File: src/hdl/csp_consts.svh
// Constants for the clock supervision and PLL setup block
// Functional notes
// - Detector off after reset until software enables it.
// - Detector inactive while main crystal enable is zero.
// - Detector enable turns on the slow RC oscillator.
// - Edge counter clears while slow RC low, counts while high.
// - Under eight main edges in a high phase is a failure.
// - Failure sets event flag; interrupt holds until status read.
// - Live failure status bit readable at any time.
// - Crystal main with PLL master: failure forces main clock.
// - Failure selects and re-enables the fast RC.
// - Switch takes two slow cycles from main, three from PLL.
// - Fault output holds until software writes the clear bit.
// - Monitor runs on reference; needs enable and RC select clear.
// - Four consecutive periods beyond ten percent raise the error.
// - Beyond ten percent always flagged; one to ten may be.
// - Error clears only with monitor off; may raise interrupt.
// - Crystal stable flag rises after programmed start-up time.
// - Count main edges over 16 slow cycles, then ready.
// - Divider 0 to 127; zero turns divider and PLL off.
// - Multiplier 0 to 254, times field plus one; zero is off.
// - Lock rises after programmed slow cycles; rewrite drops it.
`ifndef CSP_CONSTS_SVH
`define CSP_CONSTS_SVH
// Register byte offsets
`define CSP_OFS_MOR      5'h00
`define CSP_OFS_MCKR     5'h04
`define CSP_OFS_PLL      5'h08
`define CSP_OFS_SR       5'h0c
`define CSP_OFS_IER      5'h10
`define CSP_OFS_FOCR     5'h14
`define CSP_OFS_MCFR     5'h18
`define CSP_OFS_OCR      5'h1c
// Main oscillator register fields
`define CSP_MOR_XT_EN    0
`define CSP_MOR_RC_EN    3
`define CSP_MOR_XTST_LSB 8
`define CSP_MOR_XTST_MSB 15
`define CSP_MOR_XT_SEL   24
`define CSP_MOR_FD_EN    25
`define CSP_MOR_XTM_EN   26
`define CSP_MOR_RC_RST   1'b1
// PLL register fields
`define CSP_PLL_DIV_LSB  0
`define CSP_PLL_DIV_MSB  6
`define CSP_PLL_CNT_LSB  8
`define CSP_PLL_CNT_MSB  13
`define CSP_PLL_MUL_LSB  16
`define CSP_PLL_MUL_MSB  23
// Status / interrupt enable bits
`define CSP_SR_XT_STABLE 0
`define CSP_SR_LOCK      1
`define CSP_SR_SEL_DONE  16
`define CSP_SR_RC_STABLE 17
`define CSP_SR_FD_EVENT  18
`define CSP_SR_FD_STATUS 19
`define CSP_SR_FAULT     20
`define CSP_SR_XT_ERR    21
// Clear register bits
`define CSP_FOCR_FAULT   0
`define CSP_FOCR_XT_ERR  1
// Frequency counter fields
`define CSP_MCFR_RDY     16
// Oscillator calibration select field
`define CSP_OCR_SEL_MSB  2
// Clock select encodings
`define CSP_CSS_MAIN     2'h1
`define CSP_CSS_PLL      2'h2
// Timing and counts
`define CSP_CLK_HZ       50000000
`define CSP_CLK_NS       20
`define CSP_RC_SETTLE_NS 10000
`define CSP_XT32_HZ      32768
`define CSP_FD_MIN_EDGES 8
`define CSP_FREQ_WINDOW  16
`define CSP_XT_BAD_RUN   4
`define CSP_XTST_SHIFT   3
`endif

File: src/hdl/csp_pkg.sv
// Types shared by the clock supervision block
package csp_pkg;
    // Failover sequence, Gray only on the steps into and out of FS_FORCE
    typedef enum logic [1:0] {
        FS_IDLE   = 2'b00,
        FS_FORCE  = 2'b01,
        FS_SWITCH = 2'b11
    } csp_fo_t;

    typedef struct packed {
        logic       xtm_en;
        logic       fd_en;
        logic       xt_sel;
        logic [7:0] xtst;
        logic       rc_en;
        logic       xt_en;
    } csp_mor_t;

    typedef struct packed {
        logic [7:0] mul;
        logic [5:0] cnt;
        logic [6:0] div;
    } csp_pll_t;
endpackage : csp_pkg

File: src/hdl/csp_top.sv
// Clock supervision, frequency monitors and PLL setup registers
`timescale 1ns/100ps
`default_nettype none
`include "csp_consts.svh"

module csp_top
    import csp_pkg::*;
#(
    parameter int FD_MIN_EDGES = `CSP_FD_MIN_EDGES,
    parameter int FREQ_WINDOW  = `CSP_FREQ_WINDOW,
    parameter int XT_BAD_RUN   = `CSP_XT_BAD_RUN,
    parameter int REF_HZ       = `CSP_CLK_HZ
) (
    // Clock and reset
    input  wire logic        SYS_CLK,
    input  wire logic        SYS_RST,
    // Register port
    input  wire logic [4:0]  ADDR,
    input  wire logic [31:0] WDATA,
    input  wire logic        WR,
    input  wire logic        RD,
    output var  logic [31:0] RDATA,
    output var  logic        IRQ,
    // Oscillator clocks, asynchronous
    input  wire logic        MAIN_CLK_IN,
    input  wire logic        SLOW_RC_IN,
    input  wire logic        XTAL32_IN,
    // Oscillator and clock selection controls
    output var  logic        MAIN_XTAL_EN,
    output var  logic        MAIN_SRC_CRYSTAL,
    output var  logic        FAST_RC_EN,
    output var  logic        SLOW_RC_EN,
    output var  logic [1:0]  MCK_SRC,
    output var  logic        PLL_EN,
    output var  logic [6:0]  PLL_DIV,
    output var  logic [7:0]  PLL_MUL,
    output var  logic        FAULT_OUT
);
    localparam int XT_NOM = REF_HZ / `CSP_XT32_HZ;
    localparam logic [11:0] XT_LO = 12'((XT_NOM * 9) / 10);
    localparam logic [11:0] XT_HI = 12'((XT_NOM * 11) / 10);
    localparam int RC_SETTLE_CYC =
        (`CSP_RC_SETTLE_NS + `CSP_CLK_NS - 1) / `CSP_CLK_NS;
    localparam logic [9:0] RC_SETTLE = 10'(RC_SETTLE_CYC);
    localparam logic [4:0] FD_MIN = 5'(FD_MIN_EDGES);
    localparam logic [4:0] FW_LAST = 5'(FREQ_WINDOW - 1);
    localparam logic [2:0] BAD_RUN = 3'(XT_BAD_RUN);

    generate
        if (FD_MIN_EDGES < 1 || FD_MIN_EDGES > 30)
            $error("FD_MIN_EDGES out of range");
        if (FREQ_WINDOW < 1 || FREQ_WINDOW > 32)
            $error("FREQ_WINDOW out of range");
        if (XT_BAD_RUN < 1 || XT_BAD_RUN > 7)
            $error("XT_BAD_RUN out of range");
        if (XT_NOM * 11 / 10 > 4000 || RC_SETTLE_CYC > 1023)
            $error("REF_HZ unsupported");
    endgenerate

    // Input synchronisers; third stage only feeds edge detection
    logic [2:0] sync1;
    logic [2:0] sync2;
    logic [2:0] sync3;
    always_ff @(posedge SYS_CLK) begin
        if (SYS_RST) begin
            sync1 <= 3'h0;
            sync2 <= 3'h0;
            sync3 <= 3'h0;
        end else begin
            sync1 <= {XTAL32_IN, SLOW_RC_IN, MAIN_CLK_IN};
            sync2 <= sync1;
            sync3 <= sync2;
        end
    end

    wire main_rise = sync2[0] & ~sync3[0];
    wire slow_hi   = sync2[1];
    wire slow_rise = sync2[1] & ~sync3[1];
    wire slow_fall = ~sync2[1] & sync3[1];
    wire xt_rise   = sync2[2] & ~sync3[2];

    // Register strobes
    wire wr_mor  = WR && ADDR == `CSP_OFS_MOR;
    wire wr_mckr = WR && ADDR == `CSP_OFS_MCKR;
    wire wr_pll  = WR && ADDR == `CSP_OFS_PLL;
    wire wr_ier  = WR && ADDR == `CSP_OFS_IER;
    wire wr_focr = WR && ADDR == `CSP_OFS_FOCR;
    wire wr_mcfr = WR && ADDR == `CSP_OFS_MCFR;
    wire wr_ocr  = WR && ADDR == `CSP_OFS_OCR;
    wire rd_sr   = RD && ADDR == `CSP_OFS_SR;

    csp_mor_t   mor;
    csp_pll_t   pll;
    logic [1:0] clock_source_select;
    logic [2:0] ocr_sel;
    logic [31:0] ier;
    csp_fo_t    fo_state;

    wire csp_mor_t wr_mor_val = '{
        xtm_en: WDATA[`CSP_MOR_XTM_EN],
        fd_en:  WDATA[`CSP_MOR_FD_EN],
        xt_sel: WDATA[`CSP_MOR_XT_SEL],
        xtst:   WDATA[`CSP_MOR_XTST_MSB:`CSP_MOR_XTST_LSB],
        rc_en:  WDATA[`CSP_MOR_RC_EN],
        xt_en:  WDATA[`CSP_MOR_XT_EN]
    };

    // Failure detector
    wire fd_active = mor.fd_en & mor.xt_en;
    logic [4:0] fd_cnt;
    logic       fd_status;
    wire fd_sat      = fd_cnt == FD_MIN;
    wire window_fail = fd_active & slow_fall & (fd_cnt < FD_MIN);
    wire fo_tick     = slow_fall & fo_state != FS_IDLE;
    wire fo_force    = fo_tick & fo_state == FS_FORCE;
    wire fo_switch   = fo_tick & fo_state == FS_SWITCH;

    always_ff @(posedge SYS_CLK) begin
        if (SYS_RST || !fd_active || !slow_hi)
            fd_cnt <= 5'h0;
        else if (main_rise && !fd_sat)
            fd_cnt <= fd_cnt + 5'h1;
    end

    always_ff @(posedge SYS_CLK) begin
        if (SYS_RST || !fd_active)
            fd_status <= 1'b0;
        else if (slow_fall)
            fd_status <= window_fail;
    end

    // Failure takes one window to see, then one or two more to switch
    csp_fo_t next_fo_state;
    assign next_fo_state =
        (fo_state == FS_IDLE && window_fail) ?
            ((mor.xt_sel && clock_source_select == `CSP_CSS_PLL) ? FS_FORCE : FS_SWITCH) :
        fo_force  ? FS_SWITCH :
        fo_switch ? FS_IDLE : fo_state;

    always_ff @(posedge SYS_CLK) begin
        if (SYS_RST)
            fo_state <= FS_IDLE;
        else
            fo_state <= next_fo_state;
    end

    // Main oscillator register; failover overrides software
    csp_mor_t next_mor;
    always_comb begin
        next_mor = wr_mor ? wr_mor_val : mor;
        if (fo_switch) begin
            next_mor.xt_sel = 1'b0;
            next_mor.rc_en  = 1'b1;
        end
    end

    always_ff @(posedge SYS_CLK) begin
        if (SYS_RST) begin
            mor       <= '0;
            mor.rc_en <= `CSP_MOR_RC_RST;
        end else begin
            mor <= next_mor;
        end
    end

    wire [1:0] next_css = fo_force ? `CSP_CSS_MAIN :
                          wr_mckr ? WDATA[1:0] : clock_source_select;
    always_ff @(posedge SYS_CLK) begin
        if (SYS_RST)
            clock_source_select <= `CSP_CSS_MAIN;
        else
            clock_source_select <= next_css;
    end

    // Sticky flags: set wins over clear
    logic fd_event;
    logic fault;
    logic xt_err;
    always_ff @(posedge SYS_CLK) begin
        if (SYS_RST) begin
            fd_event <= 1'b0;
            fault    <= 1'b0;
        end else begin
            fd_event <= window_fail | (fd_event & ~rd_sr);
            fault    <= window_fail |
                        (fault & ~(wr_focr & WDATA[`CSP_FOCR_FAULT]));
        end
    end

    // Crystal start-up: field counts eight slow cycles per step
    logic [10:0] xt_cnt;
    logic        xt_stable;
    always_ff @(posedge SYS_CLK) begin
        if (SYS_RST) begin
            xt_cnt    <= 11'h0;
            xt_stable <= 1'b0;
        end else if (wr_mor || !mor.xt_en) begin
            xt_cnt    <= {wr_mor_val.xtst, 3'h0};
            xt_stable <= 1'b0;
        end else if (xt_cnt != 11'h0) begin
            if (slow_rise)
                xt_cnt <= xt_cnt - 11'h1;
        end else begin
            xt_stable <= 1'b1;
        end
    end

    // Main source select applied on a slow clock edge
    logic sel_applied;
    always_ff @(posedge SYS_CLK) begin
        if (SYS_RST)
            sel_applied <= 1'b0;
        else if (slow_rise || fo_switch)
            sel_applied <= next_mor.xt_sel;
    end
    wire sel_done = sel_applied == mor.xt_sel;

    // Fast RC settling after enable or frequency change
    logic [9:0] rc_cnt;
    always_ff @(posedge SYS_CLK) begin
        if (SYS_RST || wr_ocr || !mor.rc_en)
            rc_cnt <= RC_SETTLE;
        else if (rc_cnt != 10'h0)
            rc_cnt <= rc_cnt - 10'h1;
    end
    wire rc_stable = rc_cnt == 10'h0;

    always_ff @(posedge SYS_CLK) begin
        if (SYS_RST) begin
            ocr_sel <= 3'h0;
            ier     <= 32'h0;
        end else begin
            if (wr_ocr)
                ocr_sel <= WDATA[`CSP_OCR_SEL_MSB:0];
            if (wr_ier)
                ier <= WDATA;
        end
    end

    // Main clock frequency counter, restarted by a write
    logic        mf_arm;
    logic        mf_run;
    logic        mf_rdy;
    logic [15:0] mf_cnt;
    logic [4:0]  mf_slow;
    always_ff @(posedge SYS_CLK) begin
        if (SYS_RST || wr_mcfr) begin
            mf_arm  <= 1'b1;
            mf_run  <= 1'b0;
            mf_rdy  <= 1'b0;
            mf_cnt  <= 16'h0;
            mf_slow <= 5'h0;
        end else if (mf_arm && slow_rise) begin
            mf_arm <= 1'b0;
            mf_run <= 1'b1;
        end else if (mf_run) begin
            if (main_rise)
                mf_cnt <= mf_cnt + 16'h1;
            if (slow_rise) begin
                mf_slow <= mf_slow + 5'h1;
                if (mf_slow == FW_LAST) begin
                    mf_run <= 1'b0;
                    mf_rdy <= 1'b1;
                end
            end
        end
    end

    // PLL lock counter on slow clock
    wire pll_on = pll.div != 7'h0 && pll.mul != 8'h0;
    logic [5:0] lock_cnt;
    logic       locked;
    always_ff @(posedge SYS_CLK) begin
        if (SYS_RST) begin
            pll      <= '0;
            lock_cnt <= 6'h0;
            locked   <= 1'b0;
        end else if (wr_pll) begin
            pll.div  <= WDATA[`CSP_PLL_DIV_MSB:`CSP_PLL_DIV_LSB];
            pll.mul  <= WDATA[`CSP_PLL_MUL_MSB:`CSP_PLL_MUL_LSB];
            pll.cnt  <= WDATA[`CSP_PLL_CNT_MSB:`CSP_PLL_CNT_LSB];
            lock_cnt <= WDATA[`CSP_PLL_CNT_MSB:`CSP_PLL_CNT_LSB];
            locked   <= 1'b0;
        end else if (!pll_on) begin
            locked <= 1'b0;
        end else if (lock_cnt != 6'h0) begin
            if (slow_rise)
                lock_cnt <= lock_cnt - 6'h1;
        end else begin
            locked <= 1'b1;
        end
    end

    // Slow crystal period monitor on the reference clock
    wire xtm_go = mor.xtm_en && ocr_sel == 3'h0;
    logic [11:0] xt_per;
    logic        xt_primed;
    logic [2:0]  xt_bad;
    wire xt_off   = xt_per < XT_LO || xt_per > XT_HI;
    wire xt_check = xtm_go & xt_rise & xt_primed;
    wire xt_trip  = xt_check & xt_off & (xt_bad == BAD_RUN - 3'h1);
    always_ff @(posedge SYS_CLK) begin
        if (SYS_RST || !xtm_go) begin
            xt_per    <= 12'h0;
            xt_primed <= 1'b0;
            xt_bad    <= 3'h0;
        end else if (xt_rise) begin
            xt_per    <= 12'h0;
            xt_primed <= 1'b1;
            if (xt_check)
                xt_bad <= !xt_off ? 3'h0 :
                          (xt_bad == BAD_RUN) ? xt_bad : xt_bad + 3'h1;
        end else if (xt_per != 12'hfff) begin
            xt_per <= xt_per + 12'h1;
        end
    end

    always_ff @(posedge SYS_CLK) begin
        if (SYS_RST)
            xt_err <= 1'b0;
        else
            xt_err <= xt_trip | (xt_err & ~(wr_focr &
                      WDATA[`CSP_FOCR_XT_ERR] & ~mor.xtm_en));
    end

    // Status word and read mux
    logic [31:0] sr_word;
    always_comb begin
        sr_word = 32'h0;
        sr_word[`CSP_SR_XT_STABLE] = xt_stable;
        sr_word[`CSP_SR_LOCK]      = locked;
        sr_word[`CSP_SR_SEL_DONE]  = sel_done;
        sr_word[`CSP_SR_RC_STABLE] = rc_stable;
        sr_word[`CSP_SR_FD_EVENT]  = fd_event;
        sr_word[`CSP_SR_FD_STATUS] = fd_status;
        sr_word[`CSP_SR_FAULT]     = fault;
        sr_word[`CSP_SR_XT_ERR]    = xt_err;
    end

    wire [31:0] mor_word = {5'h0, mor.xtm_en, mor.fd_en, mor.xt_sel,
                            mor.xtst, 4'h0, mor.rc_en, 2'h0, mor.xt_en};
    wire [31:0] pll_word = {8'h0, pll.mul, 2'h0, pll.cnt, 1'b0, pll.div};
    wire [31:0] mcfr_word = {15'h0, mf_rdy, mf_cnt};
    wire [31:0] rd_mux =
        ADDR == `CSP_OFS_MOR  ? mor_word :
        ADDR == `CSP_OFS_MCKR ? {30'h0, clock_source_select} :
        ADDR == `CSP_OFS_PLL  ? pll_word :
        ADDR == `CSP_OFS_SR   ? sr_word :
        ADDR == `CSP_OFS_IER  ? ier :
        ADDR == `CSP_OFS_MCFR ? mcfr_word :
        ADDR == `CSP_OFS_OCR  ? {29'h0, ocr_sel} : 32'h0;

    // Only crystal stable, lock, failure event and crystal error reach the line
    wire [31:0] irq_src = sr_word & ier & ~((32'h1 << `CSP_SR_SEL_DONE) |
                          (32'h1 << `CSP_SR_RC_STABLE) |
                          (32'h1 << `CSP_SR_FD_STATUS) |
                          (32'h1 << `CSP_SR_FAULT));

    always_ff @(posedge SYS_CLK) begin
        if (SYS_RST) begin
            RDATA <= 32'h0;
            IRQ   <= 1'b0;
        end else begin
            RDATA <= RD ? rd_mux : 32'h0;
            IRQ   <= |irq_src;
        end
    end

    // Control outputs, registered one cycle behind their sources
    always_ff @(posedge SYS_CLK) begin
        if (SYS_RST) begin
            MAIN_XTAL_EN     <= 1'b0;
            MAIN_SRC_CRYSTAL <= 1'b0;
            FAST_RC_EN       <= `CSP_MOR_RC_RST;
            SLOW_RC_EN       <= 1'b0;
            MCK_SRC          <= `CSP_CSS_MAIN;
            PLL_EN           <= 1'b0;
            PLL_DIV          <= 7'h0;
            PLL_MUL          <= 8'h0;
            FAULT_OUT        <= 1'b0;
        end else begin
            MAIN_XTAL_EN     <= mor.xt_en;
            MAIN_SRC_CRYSTAL <= sel_applied;
            FAST_RC_EN       <= mor.rc_en;
            SLOW_RC_EN       <= mor.fd_en;
            MCK_SRC          <= clock_source_select;
            PLL_EN           <= pll_on;
            PLL_DIV          <= pll.div;
            PLL_MUL          <= pll.mul;
            FAULT_OUT        <= fault;
        end
    end
endmodule : csp_top
`default_nettype wire

File: config.mk
export PLATFORM = sky130hd
export DESIGN_NAME = csp_top
export DESIGN_NICKNAME = d
export VERILOG_FILES = /design/src/hdl/csp_pkg.sv /design/src/hdl/csp_top.sv
export VERILOG_INCLUDE_DIRS = /design/src /design/src/hdl
export SDC_FILE = /design/constraint.sdc
export NUM_CORES = 1
export LEC_CHECK = 0
export BUFFER_PORTS_ARGS = -buffer_cell sky130_fd_sc_hd__buf_2
export CAP_MARGIN = 5
export CORE_ASPECT_RATIO = 0.9
export CORE_MARGIN = 2
export CORE_UTILIZATION = 60
export CTS_BUF_LIST = sky130_fd_sc_hd__clkbuf_4
export DETAILED_ROUTE_END_ITERATION = 10
export GPL_TIMING_DRIVEN = 0
export PLACE_DENSITY = 0.79
export SLEW_MARGIN = 20
export SYNTH_ARGS = -nofsm -noshare
export SYNTH_HDL_FRONTEND = slang
export SYNTH_SLANG_ARGS = --single-unit
export TNS_END_PERCENT = 20
File: constraint.sdc
create_clock -name SYS_CLK -period 4.05 [get_ports SYS_CLK]
set_input_delay 0.81 -clock SYS_CLK [delete_from_list [all_inputs] [get_ports SYS_CLK]]
set_output_delay 0.81 -clock SYS_CLK [all_outputs]
set_load 0.01 [all_outputs]
==> metrics.yaml <==
clock_tree:
  cts_resized: 0
  clk_pin_slew_ns: 0.06
  tritoncts: "done"
  cts_setup_buffers: 0
  root_buffer: "clkbuf_4"
  clk_path_buf_depth: 3
  numClockSinks: 217
  hold_buffers: 0
  clk_latency_ns: 0.68
  htree_levels: 2
  numCtsBuffers: 53
synth:
  netlist_area_um2: 8778
  async_reset_ff_share_pct: 0
  synth_edf_count: 0
  ys_warn_count: 0
  synth.distinct_cells: 67
  synth-seq-area-share_pct: 49.49
  synth_ff_type: "dfxtp_1"
  syn_area_per_cell_um2: 8.581
  synthCells: 1023
  ys_ff_latch: 217
  synth_nets: 1081
worst_setup_path:
  r2r-end: "mf_cnt[8]$_SDFFE_PP0P_"
  worstReg2RegStart: "mf_cnt[0]$_SDFFE_PP0P_"
  path_buf_inv: 2
  slowest_stage: "o21ai_1"
  critical_path.startpoint: "ADDR[1]"
  timing_worst_setup_path_type: "input pin to flop"
  cp_max_fo: 10
  crit_required_ns: 4.58
  r2r_cells: 6
  crit_chain: "buf_2 > or3_1 > o21ai_1 > clkbuf_1 > o21ai_0"
  crit_cells: 5
  startpoint_type: "input pin"
  worstSetupEndpointType: "flop"
  worst-r2r-setup-slack_ns: 2.01
  critical-path-max-stage-delay_ns: 0.74
  worstPathArrival_ns: 2.87
  cp-endpoint: "RDATA[13]$_SDFF_PP0_"
  crit_family: "compound AO/OA/AOI/OAI gates"
floorplan:
  dieWidth_um: 131.5
  core_area_um2: 14160
  core.rowCount: 41
  die_area_um2: 15620
  io_pins: 100
  initial_core_util_pct: 62.00
  die_y_um: 118.8
timing:
  slew_viol_final: 0
  setup_viol_count_final: 0
  fin_skew_ns: 0.03813
  tightest_slew_ns: 0.9212
  fin_setup_tns_ns: 0
  slew_headroom_pct: 38.17
  max_freq_ghz: 0.4267
  fin_crit_sh_pct: 57.87
  period_needed_ns: 2.344
  rsz0062_at_grt: "false"
  hold_viol_final: 0
final_layout:
  layout.cells.non_filler: 1406
  postLayoutCellArea_um2: 10160
  nets: 1234
  final_core_util_pct: 71.77
  layout-drive-gt1-share_pct: 17.66
  area_growth_syn_to_layout_pct: 15.76
global_routing:
  grt_pass1_wl_um: 36890
  grt_pass1_vias: 7332
  antenna_found_initial: 1
  grt_max_degree: 14
  grt-ovfl-total: 0
  grt_usage_pct: 29.64
routing:
  ant_nets: 0
  dr.pass1.iters: 7
  wl_per_cell_um: 16.64
  vias: 7995
  vias_per_cell: 5.686
  drt-initial-drc-count: 708
  route.detailed.drc: 0
  drt_wl_total_um: 23400
hold_path:
  hp-class: "input pin to flop"
place:
  dpl.cell_count: 1314
  place_area_um2: 9517
  io_buffers: 98
  place_hpwl_um: 16650
  routabilityCongestion: 0.9199
power_and_ir_drop:
  ir_worst_vdd_mv: 0.2399
  powerDensity_nw_per_um2: 406.3
  p_leak_uw: 0.003951
  power_uw: 4129
status:
  status: "completed"
flow_run:
  maxCapViolCount: 0
## cells in the mapped netlist, drive strengths merged, types with 4 or more instances
cell / number / share of area (%)
and3: 20 / 1.4
buf: 13 / 0.74
nand2: 187 / 8.0
or3: 11 / 0.78
a22oi: 9 / 0.77
nor2b: 37 / 2.6
a211oi: 12 / 1.0
a22o: 7 / 0.70
xnor2: 17 / 1.7
nor4: 6 / 0.43
dfxtp: 217 / 49
nor4b: 4 / 0.47
or4: 4 / 0.34
a21oi: 104 / 5.9
nor2: 96 / 4.1
nand4: 18 / 1.4
inv: 27 / 1.2
nor3: 26 / 1.7
a31oi: 4 / 0.36
and2: 5 / 0.36
xor2: 19 / 1.9
a311oi: 4 / 0.40
mux2i: 14 / 1.6
clkbuf: 39 / 1.9
nand3b: 4 / 0.34
nand3: 20 / 1.1
o211ai: 4 / 0.34
ha: 14 / 2.0
o21ai: 27 / 1.5
nand2b: 9 / 0.73
## worst min path at each step
stage | cells after the start | slack [ns] | endpoint | startpoint
2_1_floorplan | 1 | 0.41 | sync2[0]$_SDFF_PP0_ | sync1[0]$_SDFF_PP0_
3_3_place_gp | 1 | 0.42 | sync2[1]$_SDFF_PP0_ | sync1[1]$_SDFF_PP0_
3_5_place_dp | 1 | 0.42 | sync2[1]$_SDFF_PP0_ | sync1[1]$_SDFF_PP0_
4_1_cts | 2 | 0.31 | sync1[0]$_SDFF_PP0_ | MAIN_CLK_IN
5_1_grt | 2 | 0.34 | sync1[1]$_SDFF_PP0_ | SLOW_RC_IN
6_report | 2 | 0.34 | sync1[0]$_SDFF_PP0_ | MAIN_CLK_IN
## worst register-to-register path, stage by stage, from the launching register on
cell and delay, ns:
dfxtp_1 0.47, ha_1 0.24, inv_1 0.05, or4b_1 0.56, buf_2 0.20, or3_1 0.32
a21oi_1 0.15
## flip-flops by register name (all words and copies together), names as in the netlist, 10 cells and up
register,cells
xt_per,12
pll,21
xt_cnt,11
rc_cnt,10
mf_cnt,16
mor,13
RDATA,32
ier,32
## report_power, final
group | total (µW) | switching (µW) | internal, µW
registers | 2180 | 22.6 | 2160
clock network | 1740 | 851 | 893
logic | 204 | 135 | 69.0
total | 4130 | 1010 | 3120
## logic make-up (layout without fill, tap and decap cells)
logic type | count (synthesis) | after routing | share of synthesized area, %
xor gates and xnor gates | 36 | 36 | 3.592
muxes | 17 | 17 | 2.109
DFF | 217 | 217 | 49.49
buffers and inverters | 79 | 268 | 3.791
adders and majority gates | 14 | 14 | 1.995
other | 0 | 1 | 0
and+or+nand+nor | 463 | 463 | 25.41
AOI/OAI and AO/OA | 197 | 197 | 13.61
## area by class of cell
class	instances	area (µm²)
Antenna cell	1	2.502
Fill cell	1170	3996
Timing Repair Buffer	98	490.5
Clock buffer	80	600.6
Inverter	27	101.3
Sequential cell	217	4344
Tap cell	193	241.5
Clock inverter	11	42.54
Multi-Input combinational cell	727	4108
Buffer	52	231.5
## through the flow
stage | worst slack (ns) | hold WS [ns]
after CTS | 1.832 | 0.3140
after global placement | 1.161 | 0.4167
after global routing | 1.714 | 0.3439
after floorplan | 1.973 | 0.4138
final | 1.706 | 0.3440
after detailed placement | 1.134 | 0.4234
## metal layers
metal	up-vias	global-route usage (%)	part of all wire, %
li1	3854	-	-
met1	3687	40.51	43
met2	388	45.03	43
met3	66	7.207	10
met4	0	12.30	3.2
met5	-	0	0
## cell usage in the layout (no fill, tap or decap), types with 11 or more instances in the layout
| cell | instances |
|---|---|
| a21oi_1 | 104 |
| inv_1 | 27 |
| xnor2_1 | 17 |
| clkbuf_4 | 80 |
| a211oi_1 | 12 |
| nand3_1 | 20 |
| buf_2 | 111 |
| xor2_1 | 19 |
| nor3_1 | 23 |
| mux2i_1 | 14 |
| or3_1 | 11 |
| dfxtp_1 | 217 |
| nand2_1 | 187 |
| o21ai_0 | 26 |
| nand4_1 | 16 |
| nor2b_1 | 37 |
| nor2_1 | 96 |
| clkbuf_1 | 37 |
| ha_1 | 14 |
| and3_1 | 19 |
Power figures use the tool's default switching activity.
